### src/rtl/vlfr_pkg.sv
// Purpose: Shared constants and types for the output-voltage limit and fault response block.
// Assumes: Command codes arrive already decoded from the management bus.
// Notes: Reset values are plain defaults; nothing here depends on a particular part.
package vlfr_pkg;
    // Command codes of the four held settings and of the clear-faults command.
    localparam logic [7:0] CMD_OV_WARN = 8'h42;
    localparam logic [7:0] CMD_UV_WARN = 8'h43;
    localparam logic [7:0] CMD_UV_FAULT = 8'h44;
    localparam logic [7:0] CMD_UV_RESP = 8'h45;
    localparam logic [7:0] CMD_CLEAR_FAULTS = 8'h03;
    // Values after reset.
    localparam logic [15:0] RST_OV_WARN = 16'hFFFF;
    localparam logic [15:0] RST_UV_WARN = 16'h0000;
    localparam logic [15:0] RST_UV_FAULT = 16'h0000;
    localparam logic [7:0] RST_UV_RESP = 8'h80;
    // Field positions inside the fault reaction byte.
    localparam int RESP_HI = 7;
    localparam int RESP_LO = 6;
    localparam int RETRY_HI = 5;
    localparam int RETRY_LO = 3;
    localparam int DLY_HI = 2;
    localparam int DLY_LO = 0;
    // Reaction codes and special retry codes.
    localparam logic [1:0] RESP_IGNORE = 2'h0;
    localparam logic [1:0] RESP_DELAY = 2'h1;
    localparam logic [1:0] RESP_DISABLE = 2'h2;
    localparam logic [1:0] RESP_HOLD = 2'h3;
    localparam logic [2:0] RETRY_NONE = 3'h0;
    localparam logic [2:0] RETRY_FOREVER = 3'h7;
    // Comparator channel indices.
    localparam int CMP_COUNT = 3;
    localparam int CMP_OV_WARN = 0;
    localparam int CMP_UV_WARN = 1;
    localparam int CMP_UV_FAULT = 2;

    typedef enum logic [5:0] {
        ST_RUN = 6'h01,
        ST_DELAY = 6'h02,
        ST_HOLD = 6'h04,
        ST_WAIT = 6'h08,
        ST_TRY = 6'h10,
        ST_LATCHED = 6'h20
    } vlfr_state_e;
endpackage

### src/rtl/vlfr_delay_timer.sv
// Purpose: Counts 2**code delay units, each unit a programmable number of clock cycles.
// Assumes: A start pulse restarts the count even while busy.
// Notes: A unit length of zero is taken as one cycle.
`timescale 1ns/1ps
module vlfr_delay_timer import vlfr_pkg::*; (
    input wire logic sys_clk,
    input wire logic rstnSync,
    input wire logic start,
    input wire logic [2:0] code,
    input wire logic [15:0] unitCycles,
    output logic done
);
    typedef struct packed {
        logic [15:0] tickCnt;
        logic [7:0] unitsLeft;
        logic busy;
        logic done;
    } vlfr_tmr_s;

    vlfr_tmr_s st_r;
    vlfr_tmr_s st_nxt;
    logic [15:0] lastTick;

    assign lastTick = (unitCycles == 16'h0000) ? 16'h0000 : unitCycles - 16'h0001;
    assign done = st_r.done;

    always_comb begin
        st_nxt = st_r;
        st_nxt.done = 1'b0;
        if (start) begin
            st_nxt.tickCnt = 16'h0000;
            st_nxt.unitsLeft = 8'(8'h01 << code) - 8'h01;
            st_nxt.busy = 1'b1;
        end else if (st_r.busy) begin
            if (st_r.tickCnt >= lastTick) begin
                st_nxt.tickCnt = 16'h0000;
                if (st_r.unitsLeft == 8'h00) begin
                    st_nxt.busy = 1'b0;
                    st_nxt.done = 1'b1;
                end else begin
                    st_nxt.unitsLeft = st_r.unitsLeft - 8'h01;
                end
            end else begin
                st_nxt.tickCnt = st_r.tickCnt + 16'h0001;
            end
        end
    end

    always_ff @(posedge sys_clk or negedge rstnSync) begin
        if (!rstnSync) begin
            st_r <= '0;
        end else begin
            st_r <= st_nxt;
        end
    end

    // Helper for the length check only.
    logic [23:0] elapsed;
    logic [23:0] expected;
    always_ff @(posedge sys_clk or negedge rstnSync) begin
        if (!rstnSync) begin
            elapsed <= 24'h00_0000;
            expected <= 24'h00_0000;
        end else if (start) begin
            elapsed <= 24'h00_0000;
            expected <= 24'({8'h00, lastTick + 16'h0001} * (24'h00_0001 << code));
        end else if (st_r.busy) begin
            elapsed <= elapsed + 24'h00_0001;
        end
    end
endmodule // vlfr_delay_timer

### src/rtl/vlfr_limit_compare.sv
// Purpose: Compares each output-voltage sample with the two warning and the fault thresholds.
// Assumes: Samples and thresholds share the same unsigned output-voltage coding.
// Notes: Flags hold their last value between samples.
`timescale 1ns/1ps
module vlfr_limit_compare import vlfr_pkg::*; (
    input wire logic sys_clk,
    input wire logic rstnSync,
    input wire logic [15:0] voutSample,
    input wire logic voutValid,
    input wire logic [15:0] ovWarnThr,
    input wire logic [15:0] uvWarnThr,
    input wire logic [15:0] uvFaultThr,
    output logic overWarn,
    output logic underWarn,
    output logic underFault
);
    typedef struct packed {
        logic [CMP_COUNT-1:0] hit;
    } vlfr_cmp_s;

    vlfr_cmp_s st_r;
    vlfr_cmp_s st_nxt;
    logic [CMP_COUNT-1:0] hitNow;
    logic [15:0] thr [CMP_COUNT];

    assign thr[CMP_OV_WARN] = ovWarnThr;
    assign thr[CMP_UV_WARN] = uvWarnThr;
    assign thr[CMP_UV_FAULT] = uvFaultThr;

    for (genvar i = 0; i < CMP_COUNT; i++) begin : gCmp
        if (i == CMP_OV_WARN) begin : gAbove
            assign hitNow[i] = voutSample > thr[i];
        end else begin : gBelow
            assign hitNow[i] = voutSample < thr[i];
        end
    end

    always_comb begin
        st_nxt = st_r;
        if (voutValid) begin
            st_nxt.hit = hitNow;
        end
    end

    always_ff @(posedge sys_clk or negedge rstnSync) begin
        if (!rstnSync) begin
            st_r <= '0;
        end else begin
            st_r <= st_nxt;
        end
    end

    assign overWarn = st_r.hit[CMP_OV_WARN];
    assign underWarn = st_r.hit[CMP_UV_WARN];
    assign underFault = st_r.hit[CMP_UV_FAULT];
endmodule // vlfr_limit_compare

### src/rtl/vlfr_top.sv
// Purpose: Output-voltage limits, warning flags and under-voltage fault reaction with retries.
// Assumes: Commands arrive decoded; outputOnReq already combines control pin and operation command.
// Notes: The delay unit size comes from outside as a count of clock cycles.
// Contract
// - Hold sixteen-bit over-voltage warning threshold, read/write.
// - Hold sixteen-bit under-voltage warning threshold.
// - Hold sixteen-bit under-voltage fault threshold.
// - Reaction 00: keep running through the fault.
// - Reaction 01: run for delay, then retry.
// - Reaction 10: disable at once, then retry.
// - Reaction 11: off while fault, resume after.
// - Clear latch by bit, command or reset.
// - Clear latch by off-then-on output command.
// - Retry code 000: no restart, stay off.
// - Retry code 001: one restart, then off.
// - Retry code 010: two restarts, then off.
// - Retry code 111: restart without limit.
// - Attempt spacing equals delay count times unit.
// - Delay code n means 2**n units.
// - Unit size comes from a separate setting.
// - Retry codes 011-110: three to six restarts.
// - Endless retries stop on off, bias loss, other fault.
`timescale 1ns/1ps
module vlfr_top import vlfr_pkg::*; (
    input wire logic sys_clk,
    input wire logic rstn,
    input wire logic cmdWrite,
    input wire logic cmdRead,
    input wire logic [7:0] cmdCode,
    input wire logic [15:0] cmdWrData,
    output logic [15:0] rdData,
    output logic rdValid,
    input wire logic clearUvStatus,
    input wire logic faultResetIn,
    input wire logic outputOnReq,
    input wire logic otherShutdown,
    input wire logic [15:0] delayUnitCycles,
    input wire logic [15:0] voutSample,
    input wire logic voutValid,
    output logic outputEnable,
    output logic faultLatched,
    output logic uvFaultFlag,
    output logic ovWarnFlag,
    output logic uvWarnFlag
);
    typedef struct packed {
        logic [15:0] ovWarnThr;
        logic [15:0] uvWarnThr;
        logic [15:0] uvFaultThr;
        logic [7:0] uvResp;
        logic [15:0] rdData;
        logic rdValid;
        logic ovWarnFlag;
        logic uvWarnFlag;
        logic uvFaultFlag;
        logic outEn;
        logic latched;
        logic onPrev;
        logic [2:0] retriesLeft;
        vlfr_state_e fsm;
    } vlfr_top_s;

    vlfr_top_s st_r;
    vlfr_top_s st_nxt;
    logic [1:0] rstSync_r;
    logic rstnSync;
    logic overWarn;
    logic underWarn;
    logic uvFault;
    logic tDone;
    logic timerStart;
    logic goRetry;
    logic clrEvt;
    logic onOk;
    logic [1:0] respCode;
    logic [2:0] retryCode;

    // Reset enters asynchronously and leaves synchronously only after two clean edges.
    always_ff @(posedge sys_clk or negedge rstn) begin
        if (!rstn) begin
            rstSync_r <= 2'h0;
        end else begin
            rstSync_r <= {rstSync_r[0], 1'b1};
        end
    end
    assign rstnSync = rstSync_r[1];

    vlfr_limit_compare uCmp (
        .sys_clk(sys_clk),
        .rstnSync(rstnSync),
        .voutSample(voutSample),
        .voutValid(voutValid),
        .ovWarnThr(st_r.ovWarnThr),
        .uvWarnThr(st_r.uvWarnThr),
        .uvFaultThr(st_r.uvFaultThr),
        .overWarn(overWarn),
        .underWarn(underWarn),
        .underFault(uvFault)
    );

    vlfr_delay_timer uTmr (
        .sys_clk(sys_clk),
        .rstnSync(rstnSync),
        .start(timerStart),
        .code(st_r.uvResp[DLY_HI:DLY_LO]),
        .unitCycles(delayUnitCycles),
        .done(tDone)
    );

    assign respCode = st_r.uvResp[RESP_HI:RESP_LO];
    assign retryCode = st_r.uvResp[RETRY_HI:RETRY_LO];
    assign onOk = outputOnReq && !otherShutdown;
    assign clrEvt = clearUvStatus || faultResetIn || (cmdWrite && cmdCode == CMD_CLEAR_FAULTS)
        || (outputOnReq && !st_r.onPrev);

    always_comb begin
        st_nxt = st_r;
        timerStart = 1'b0;
        goRetry = 1'b0;
        st_nxt.onPrev = outputOnReq;
        st_nxt.rdValid = cmdRead;
        if (cmdWrite) begin
            case (cmdCode)
                CMD_OV_WARN: st_nxt.ovWarnThr = cmdWrData;
                CMD_UV_WARN: st_nxt.uvWarnThr = cmdWrData;
                CMD_UV_FAULT: st_nxt.uvFaultThr = cmdWrData;
                CMD_UV_RESP: st_nxt.uvResp = cmdWrData[7:0];
                default: st_nxt.uvResp = st_r.uvResp;
            endcase
        end
        if (cmdRead) begin
            case (cmdCode)
                CMD_OV_WARN: st_nxt.rdData = st_r.ovWarnThr;
                CMD_UV_WARN: st_nxt.rdData = st_r.uvWarnThr;
                CMD_UV_FAULT: st_nxt.rdData = st_r.uvFaultThr;
                CMD_UV_RESP: st_nxt.rdData = {8'h00, st_r.uvResp};
                default: st_nxt.rdData = 16'h0000;
            endcase
        end
        // A new event wins over a clear arriving in the same cycle.
        st_nxt.ovWarnFlag = (st_r.ovWarnFlag && !clrEvt) || overWarn;
        st_nxt.uvWarnFlag = (st_r.uvWarnFlag && !clrEvt) || underWarn;
        st_nxt.uvFaultFlag = (st_r.uvFaultFlag && !clrEvt) || (uvFault && outputOnReq);
        case (st_r.fsm)
            ST_RUN: begin
                if (uvFault && onOk) begin
                    case (respCode)
                        RESP_IGNORE: st_nxt.fsm = ST_RUN;
                        RESP_DELAY: begin
                            timerStart = 1'b1;
                            st_nxt.fsm = ST_DELAY;
                        end
                        RESP_DISABLE: goRetry = 1'b1;
                        default: st_nxt.fsm = ST_HOLD;
                    endcase
                end
            end
            ST_DELAY: begin
                if (tDone) begin
                    if (uvFault) begin
                        goRetry = 1'b1;
                    end else begin
                        st_nxt.fsm = ST_RUN;
                    end
                end
            end
            ST_HOLD: begin
                if (!uvFault) begin
                    st_nxt.fsm = ST_RUN;
                end
            end
            ST_WAIT: begin
                if (tDone) begin
                    timerStart = 1'b1;
                    st_nxt.fsm = ST_TRY;
                    if (st_r.retriesLeft != RETRY_FOREVER) begin
                        st_nxt.retriesLeft = st_r.retriesLeft - 3'h1;
                    end
                end
            end
            ST_TRY: begin
                if (tDone) begin
                    if (!uvFault) begin
                        st_nxt.fsm = ST_RUN;
                    end else if (st_r.retriesLeft == 3'h0) begin
                        st_nxt.fsm = ST_LATCHED;
                    end else begin
                        // Next attempt starts as the last one is judged, so spacing stays one delay.
                        timerStart = 1'b1;
                        if (st_r.retriesLeft != RETRY_FOREVER) begin
                            st_nxt.retriesLeft = st_r.retriesLeft - 3'h1;
                        end
                    end
                end
            end
            ST_LATCHED: begin
                if (clrEvt) begin
                    st_nxt.fsm = ST_RUN;
                end
            end
            default: st_nxt.fsm = ST_RUN;
        endcase
        if (goRetry) begin
            if (retryCode == RETRY_NONE) begin
                st_nxt.fsm = ST_LATCHED;
            end else begin
                st_nxt.retriesLeft = retryCode;
                timerStart = 1'b1;
                st_nxt.fsm = ST_WAIT;
            end
        end
        // Commanding off or another shutdown ends any reaction, endless retries included.
        if (!onOk) begin
            st_nxt.fsm = ST_RUN;
            timerStart = 1'b0;
        end
        st_nxt.outEn = onOk && (st_nxt.fsm == ST_RUN || st_nxt.fsm == ST_DELAY || st_nxt.fsm == ST_TRY);
        st_nxt.latched = st_nxt.fsm == ST_LATCHED;
    end

    always_ff @(posedge sys_clk or negedge rstnSync) begin
        if (!rstnSync) begin
            st_r <= '{ovWarnThr: RST_OV_WARN, uvWarnThr: RST_UV_WARN, uvFaultThr: RST_UV_FAULT,
                uvResp: RST_UV_RESP, onPrev: 1'b1, fsm: ST_RUN, default: '0};
        end else begin
            st_r <= st_nxt;
        end
    end

    assign rdData = st_r.rdData;
    assign rdValid = st_r.rdValid;
    assign outputEnable = st_r.outEn;
    assign faultLatched = st_r.latched;
    assign uvFaultFlag = st_r.uvFaultFlag;
    assign ovWarnFlag = st_r.ovWarnFlag;
    assign uvWarnFlag = st_r.uvWarnFlag;
endmodule // vlfr_top

### config.mk
export PLATFORM = sky130hd
export DESIGN_NAME = vlfr_top
export DESIGN_NICKNAME = d
export VERILOG_FILES = /design/src/rtl/vlfr_pkg.sv /design/src/rtl/vlfr_delay_timer.sv /design/src/rtl/vlfr_limit_compare.sv /design/src/rtl/vlfr_top.sv
export SDC_FILE = /design/constraint.sdc
export NUM_CORES = 1
export LEC_CHECK = 0
export ABC_CLOCK_PERIOD_IN_PS = 4700
export BUFFER_PORTS_ARGS = -buffer_cell sky130_fd_sc_hd__buf_2
export CAP_MARGIN = 10
export CORE_ASPECT_RATIO = 0.5
export CORE_MARGIN = 2
export CORE_UTILIZATION = 40
export DETAILED_ROUTE_END_ITERATION = 7
export PLACE_DENSITY = 0.54
export SYNTH_ARGS = -nofsm -noshare
export SYNTH_HDL_FRONTEND = slang
export SYNTH_SLANG_ARGS = --single-unit
export TNS_END_PERCENT = 50
### constraint.sdc
create_clock -name sys_clk -period 4.7 [get_ports sys_clk]
set_input_delay 0.705 -clock sys_clk [delete_from_list [all_inputs] [get_ports sys_clk]]
set_output_delay 0.705 -clock sys_clk [all_outputs]
set_load 0.01 [all_outputs]
# After elaboration in Yosys (flattened, before gate mapping)
# Cells that the tools add are included.
# classes
reduce_logical,32
magnitude_cmp,4
eq_ne,19
n_mux,42
n_div,0
n_bitwise,0
mul,0
shifts,1
n_addsub,5
# ops
cell,n
$pmux 16 s4,1
$mux 6,8
$pmux 6 s6,1
$eq 8x7->1 const B,4
$lt 16x16->1,2
$mux 16,2
$mux 9,3
$mux 26,1
$mux 25,1
$pmux 6 s3,1
$add 16x1->16 const B,1
$ge 16x16->1,1
$gt 16x16->1,1
$logic_not 16->1,1
$sub 16x1->16 const B,1
$sub 8x1->8 const B,2
$mux 1,14
$eq 6x1->1 const B,2
$eq 6x2->1 const B,2
$eq 6x5->1 const B,2
$eq 6x6->1 const B,2
$mux 3,4
$mux 10,1
$logic_and 1x1->1,9
22 further kinds,36
# word_totals
word_cells,123
latchBits,0
in_bits,65
out_inout_bits,22
ramBits,0
rom_bits,0
regBits,119
memories,0

# Logic depth before layout (Yosys ltp)
# Gate-level depths: netlist of the first run.
# logic_depth
ltp_word,13
ltp_mapped,14
ltp_nobuf,13

# Modules after synthesis
# From an unflattened synthesis of the first run, not the netlist that was laid out.
# hier_totals
cells_unflattened,782
area_unflattened_um2,7888.8
# modules_own_cells
mod,instances,area_per_inst_um2,cells_per_inst,seq_area_each_um2
vlfr_top,1,4453.0,353,2275.9
vlfr_delay_timer,1,2152.1,256,650.6
vlfr_limit_compare,1,1283.7,173,75.1

# Worst setup path before layout of the first run
# No wires, ideal clock.
# synth_path
path_kind,input to register
start,input delayUnitCycles[3]
end,register uTmr.st_r[19] (netlist bit)
path_stages,14
slack_ns,0.611
arrival_ns,4.007
t_required_ns,4.618
n_path_buf,1
setup_time_ns,0.082
cell_sequence,or3_1 -> nor4_1 -> nand2_1 -> nor3_1 -> xor2_1 -> nand2_1 -> ha_1 -> a21oi_1 -> a21boi_0 -> or3_1 -> o21ai_1 -> clkbuf_1 -> o2111ai_1 -> a31oi_1
# synth_between
elab_chain_cells,6
elab_cells_between_ends,7
classes_between,1 x add/sub; 1 x order compare; 4 x mux; 1 x reduce/logical
# synth_rtl
item,line_no,text
from (decl),vlfr_top.sv:37,"input wire logic [15:0] delayUnitCycles,"
$sub 16x1->16 / $logic_not 16->1 (equally long branches),vlfr_delay_timer.sv:24,assign lastTick = (unitCycles == 16'h0000) ? 16'h0000 : unitCycles - 16'h0001;
$mux 16 *,vlfr_delay_timer.sv:24,
$ge 16x16->1 *,vlfr_delay_timer.sv:35,if (st_r.tickCnt >= lastTick) begin
$mux 16 *,vlfr_delay_timer.sv:35,
$mux 26 *,vlfr_delay_timer.sv:34,end else if (st_r.busy) begin
$mux 25 *,vlfr_delay_timer.sv:30,if (start) begin
to (signal assigned),vlfr_delay_timer.sv:53,st_r <= st_nxt;
to (decl),vlfr_delay_timer.sv:20,vlfr_tmr_s st_r;
# Every way passes the cells marked *; elsewhere a longest branch is shown, timed or not. The select of a mux whose other input is x is not followed.
# A chain may end at the register's enable or synchronous reset.

# Final worst setup path of the first run
# layout_path
start,input delayUnitCycles[3]
end,register uTmr.st_r[24] (netlist bit)
# The elaborated chain is that of the path after synthesis.

==> results of run 1 <==
==> routing by layer <==
| layer | up-vias | wire, µm | global-route usage (%) |
|---|---|---|---|
| met5 | - | 0 | 0 |
| met4 | 0 | 161 | 4.640 |
| met3 | 13 | 731 | 3.587 |
| met2 | 128 | 9543 | 32.96 |
| met1 | 3119 | 10080 | 28.44 |
| li1 | 3197 | - | - |
==> registers in the layout, indices dropped and copies added, names as in the netlist <==
register	cells
uTmr.st_r	25
respCode	2
faultLatched	1
uvFaultFlag	1
uCmp.st_r	3
rdValid	1
retryCode	3
uvWarnFlag	1
uTmr.done	1
st_r	61
outputEnable	1
rdData	16
ovWarnFlag	1
rstSync_r	2
==> worst register-to-register path, delay by kind of cell, from the launching register on <==
kind	cells	cell delay, ps
AOI/OAI and AO/OA	3	1320
and+or+nand+nor	2	1030
DFF	1	480
==> final cells by class <==
type                    instances  area share, %
well taps                     266          3.629
repair buffers                 99          5.758
multi-input cells             588          47.66
clock inverters                12          1.910
clock buffers                  20          4.871
inverters                      83          3.397
flip-flops and latches        119          32.77
==> cells in the final DEF, fill, tap and decap left out, types with 6 or more instances in the layout <==
cell       count
dfrtp_1       99
buf_2         86
inv_1         82
nand2_1       76
ha_1          69
mux2_2        47
nor2_1        42
a21oi_1       38
nand3_1       30
nor3_1        24
a31oi_1       21
dfstp_2       19
o21ai_0       18
o22ai_1       18
nand4_1       17
clkbuf_16     17
a222oi_1      16
a21o_1        15
buf_4         13
nor4_1        12
xor2_1        10
mux2_4        10
nand4b_1       9
a21boi_0       9
nand2b_1       8
xnor2_1        7
o21a_1         7
nor2b_1        6
==> cell families (layout without fill, tap and decap cells) <==
logic type,count (synthesis),in the layout
flops,119,119
compound gates,187,187
other cells,1,1
xor+xnor,17,17
mux,58,58
buf+inv,129,214
simple gates,256,256
fa+ha+maj,69,69
==> power by group <==
group / total [mW] / internal [mW] / switching [mW]
clock: 1.40 / 0.901 / 0.496
combinational: 0.326 / 0.159 / 0.167
sequential: 1.18 / 1.09 / 0.0932
total: 2.91 / 2.15 / 0.756
==> how the worst max path moves through the flow <==
stage,from,end
finish,delayUnitCycles[3],uTmr.st_r[24]
global route,delayUnitCycles[3],uTmr.st_r[11]
CTS,delayUnitCycles[3],uTmr.st_r[25]
detailed placement,delayUnitCycles[3],uTmr.st_r[24]
global placement,delayUnitCycles[3],uTmr.st_r[25]
floorplan,delayUnitCycles[3],uTmr.st_r[19]
==> flow_summary.ini, run 1 <==
[run_status]
outcome = completed

[synthesis]
synth-async-reset-ratio_pct = 100.0
syn_inst = 836
synth_top_area_cell = dfrtp_1
synth_fa_ha_area_share_pct = 10.87
synth_ff_type = dfrtp_1
synth_top_family_by_area = simple AND/OR/NAND/NOR gates
synth_commonest_cells = 100 x dfrtp_1, 82 x inv_1, 76 x nand2_1
synth_cell_types = 73
ys_warn_count = 0
synthMuxAreaShare_pct = 8.683
synth_edf_count = 0
synth-seq-area-share_pct = 37.80
synth-simple-area-share_pct = 17.11
synth_seq_cells = 119
synth_top_area_share_pct = 31.52
synth_area_um2 = 7940
synth.net_count = 970
avgSynthCellArea_um2 = 9.498
ys_top_cells_by_area = dfrtp_1 32%, ha_1 11%, mux2_2 6.7%, dfstp_2 6.3%, inv_1 3.9%
synth_xor_area_share_pct = 1.875
yosysMostFrequentCell = dfrtp_1
synth-compound-area-share_pct = 16.40

[floorplanning]
core-area_um2 = 19460
die_y_um = 103.6
design.die.area_um2 = 21060
die_w_um = 203.3
start_util_pct = 40.81
io_pins = 87
floorplan.rows = 36

[global_route]
grt_max_degree = 84
grt_pass1_wl_um = 34580
track_usage_pct = 20.39
grt_pass1_vias = 6635
grt_antenna_before_repair = 0
grt_overflow = 0

[timing]
rsz0062_at_grt = false
fmax_ghz = 0.2498
fin_setup_tns_ps = 0
worst_slew_pin_slew_ps = 1123
setup_violations = 0
finClkSkew_ps = 9.372
timing.final.crit_share_pct = 85.18
slew_viol_final = 0
holdWs_ps = 69.31
finalHoldViolations = 0
setup_slack_ps = 696.4
max_slew_margin_pct = 24.45
period_minus_slack_ps = 4004

[clocking]
worstSkewPairLatency_ps = 410
cts.repair.resized = 0
root_buffer = clkbuf_16
cts_buffers = 17
cts_max_level = 4
clk_pin_slew_ps = 50
cts_tree = built
cts_setup_buffers = 0
clkSinkCount = 119
cts_hold_buf = 0
cts_buffer_depth = 2

[route]
wire_per_inst_um = 17.28
ant_nets = 0
drt_wl_total_um = 20510
vias = 6457
drt_iter0_markers = 423
drt_pass1_iterations = 5
via_per_inst = 5.440
post-route-drc-count = 0

[critical_path]
critPathArrivalTime_ps = 4320
cp.depth = 15
criticalPathCategory = primary input to flop
critPathRequiredTime_ps = 5020
r2r_cells = 5
worst-path-buf-inv = 3
max_stage_delay_ps = 650
r2r_slack_ps = 1680
crit_family = simple AND/OR/NAND/NOR gates
cp_max_fo = 19
worst_setup_path_start_kind = primary input
cp-end-kind = flop
r2r-start = st_r[2]
regToRegEndpoint = uTmr.done
crit_path_cell_trace = buf_2 -> or3_1 -> nor4_1 -> buf_4 -> nand2_1 -> nor4_1 -> xor2_1 -> nand2_1 -> ha_1 -> a21boi_0 -> or3_1 -> o21ai_2 -> buf_4 -> nand4_1 -> a31oi_1
cpMaxStageDelayCell = o21ai_2

[place]
post-place-ws_ps = 250.2
gp_congestion = 0.8519
dp_hpwl_um = 14590
dp_cells = 1155
place_area_um2 = 8548
io_buffers = 86

[pwr]
ir_drop_mv = 0.2565
totalPowerFinal_mw = 2.906
leakagePower_nw = 4.124
p_per_area_nw_per_um2 = 316.9

[run]
maxCapViolCount = 0

[cells_and_area]
fin_util_pct = 47.13
syn_to_final_growth_pct = 15.49
layout-drive-gt1-share_pct = 24.21
multi_input_area_um2 = 4370
layoutNonFillerInstCount = 1187
final_nets = 1042
finalInstanceArea_um2 = 9170
register_area_um2 = 3005
fillers = 1893
antenna_cells = 0

[min_path]
hold_path.class = primary input to asynchronous set/reset pin
Power figures use the tool's default switching activity.
==> run 2, diff against run 1 <==
Settings changed: ABC_AREA from default to 1, ABC_CLOCK_PERIOD_IN_PS 4700 to default, REMOVE_ABC_BUFFERS from default to 1.
==> run 2 against run 1 <==
Core utilization fell by 0.15 points. Sequential cell count unchanged. Critical path type unchanged. Synthesized area is 0.65% lower. Critical path depth is 2 higher. Sequential power barely moved. Highest routed layer unchanged. Non-clock buffer count is 9 lower. Die area fell by 0.63%. Sequential share of layout area rose by 0.18 points. Cell area down 0.55%. Wire length is 1.5% higher. Clock skew increased by 3.9 ps. Worst setup slack improved by 350 ps.
==> flow_summary.ini, run 2 <==
[run_status]
outcome = completed

[global_route]
grt_max_degree = 58
track_usage_pct = 20.31
grt_antenna_before_repair = 0
grt_overflow = 0
grt_pass1_wl_um = 33470
grt_pass1_vias = 6802

[pwr]
p_per_area_nw_per_um2 = 337.5
ir_drop_mv = 0.2433
leakagePower_nw = 4.564

[timing]
finalHoldViolations = 0
fmax_ghz = 0.2736
rsz0062_at_grt = false
slew_viol_final = 0
max_slew_margin_pct = 41.69
period_minus_slack_ps = 3655
worst_slew_pin_slew_ps = 866.6
holdWs_ps = 68.75
finClkSkew_ps = 13.26
timing.final.crit_share_pct = 77.76
fin_setup_tns_ps = 0
setup_violations = 0

[cells_and_area]
largest_reg_flops = 61
fin_util_pct = 46.98
antenna_cells = 0
layoutNonFillerInstCount = 1408
syn_to_final_growth_pct = 15.61
final_nets = 1263
top_register = st_r
final_common_cell = nand2_1
layout-drive-gt1-share_pct = 14.45
final_cell_mix = 256 x nand2_1, 159 x inv_1, 106 x o21ai_0, 99 x dfrtp_1, 86 x buf_2

[synthesis]
synth-seq-area-share_pct = 38.05
synth-async-reset-ratio_pct = 100.0
ys_top_cells_by_area = dfrtp_1 32%, nand2_1 12%, ha_1 11%, inv_1 7.6%, o21ai_0 6.7%
synth_edf_count = 0
synth_seq_cells = 119
syn_inst = 1057
synth_top_area_cell = dfrtp_1
synth_top_area_share_pct = 31.72
ys_warn_count = 0
synth_ff_type = dfrtp_1
avgSynthCellArea_um2 = 7.463
synth_commonest_cells = 256 x nand2_1, 159 x inv_1, 106 x o21ai_0
yosysMostFrequentCell = nand2_1
synth_area_um2 = 7889
synth_cell_types = 43

[clocking]
cts.repair.resized = 0
cts_buffer_depth = 2
clkSinkCount = 119
clk_pin_slew_ps = 60
worstSkewPairLatency_ps = 410
cts_hold_buf = 0
cts_buffers = 17
cts_tree = built
root_buffer = clkbuf_16
cts_setup_buffers = 0
cts_max_level = 4

[place]
gp_congestion = 0.8862
io_buffers = 86
dp_hpwl_um = 15180
dp_cells = 1376

[route]
vias = 6968
drt_pass1_iterations = 5
post-route-drc-count = 0
drt_iter0_markers = 328
wire_per_inst_um = 14.78
via_per_inst = 4.949
drt_wl_total_um = 20810
ant_nets = 0

[floorplanning]
die_w_um = 202.6
start_util_pct = 40.64
core-area_um2 = 19410
design.die.area_um2 = 20930
io_pins = 87
floorplan.rows = 36
die_y_um = 103.3

[min_path]
hold_path.class = primary input to asynchronous set/reset pin

[critical_path]
critPathArrivalTime_ps = 3980
critPathRequiredTime_ps = 5020
criticalPathCategory = primary input to flop
cpMaxStageDelayCell = nor4_1
max_stage_delay_ps = 530
cp_max_fo = 14
cp-end-kind = flop
worst_setup_path_start_kind = primary input
path_common_cell = nand2_1
crit_path_cell_trace = buf_2 -> nor2_1 -> inv_1 -> nor4_1 -> nand2_1 -> xnor2_1 -> nand2_1 -> ha_1 -> nand2_1 -> inv_1 -> o21bai_1 -> nand2_1 -> a21oi_1 -> nand3_1 -> nor2_1 -> nand4_1 -> o21ai_0

[run]
maxCapViolCount = 0
==> run 2: report_power, final <==
group	switching (mW)	total (mW)	internal (mW)
clock network	0.485	1.48	0.993
registers	0.0818	1.18	1.09
logic	0.255	0.424	0.169
total	0.822	3.08	2.26
==> run 2: per-layer routing <==
| layer | vias to the layer above | GRT usage [%] | wire length (µm) |
|---|---|---|---|
| met5 | - | 0 | 0 |
| met4 | 0 | 6.064 | 297 |
| met3 | 26 | 3.133 | 657 |
| met2 | 128 | 36.72 | 9881 |
| met1 | 3232 | 25.59 | 9977 |
| li1 | 3582 | - | - |
==> run 2: final timing paths <==
| path | startpoint | end | slack (ps) | cells past startpoint |
|---|---|---|---|---|
| min | rstn | rstSync_r[1] | 70 | 1 |
| min reg2reg | rstSync_r[0] | rstSync_r[1] | 350 | 0 |
| max | delayUnitCycles[7] | uTmr.st_r[17] | 1050 | 17 |
| max reg2reg | uTmr.st_r[23] | uTmr.st_r[17] | 2230 | 10 |
| max in group asynchronous | rstSync_r[1] | st_r[77] | 3250 | 1 |
| min in group sys_clk | rstSync_r[0] | rstSync_r[1] | 350 | 0 |
==> run 2: cells by family (layout without fill, tap and decap cells) <==
family	after synthesis	in the layout	synth area share (%)
AOI/OAI and AO/OA	185	185	12.80
xor gates and xnor gates	16	16	1.776
adders and majority gates	69	69	10.94
buffers and inverters	200	285	10.63
DFF	119	119	38.05
other	1	1	0.04754
and+or+nand+nor	467	467	25.76
==> run 2: layout make-up <==
| class | instances | area [µm²] |
|---|---|---|
| clock buffer | 19 | 432.9 |
| clock inverter | 13 | 226.5 |
| fill | 1940 | 10290 |
| inverter | 163 | 613.1 |
| multi-input combinational | 738 | 4049 |
| sequential | 119 | 3005 |
| tap | 266 | 332.8 |
| timing repair buffer | 90 | 460.4 |
==> run 2: stage by stage <==
stage / setup WS, ps / area (µm²) / total power [mW]
after floorplan: 1172 / 7664 / 1.465
after detailed placement: 683.1 / 8461 / 1.619
after global routing: 686.3 / 9120 / 3.250
final: 1045 / 9120 / 3.078
after global placement: 702.3 / 8461 / 1.603
after CTS: 1105 / 9120 / 3.117
==> run 2: worst max-delay path: cells and delay by family <==
kind,cells,cell delay [ps]
adder cells (fa/ha/maj),1,300
AO/OA/AOI/OAI,3,340
buffers and inverters,3,280
AND/OR/NAND/NOR,9,2150
XOR/XNOR,1,190
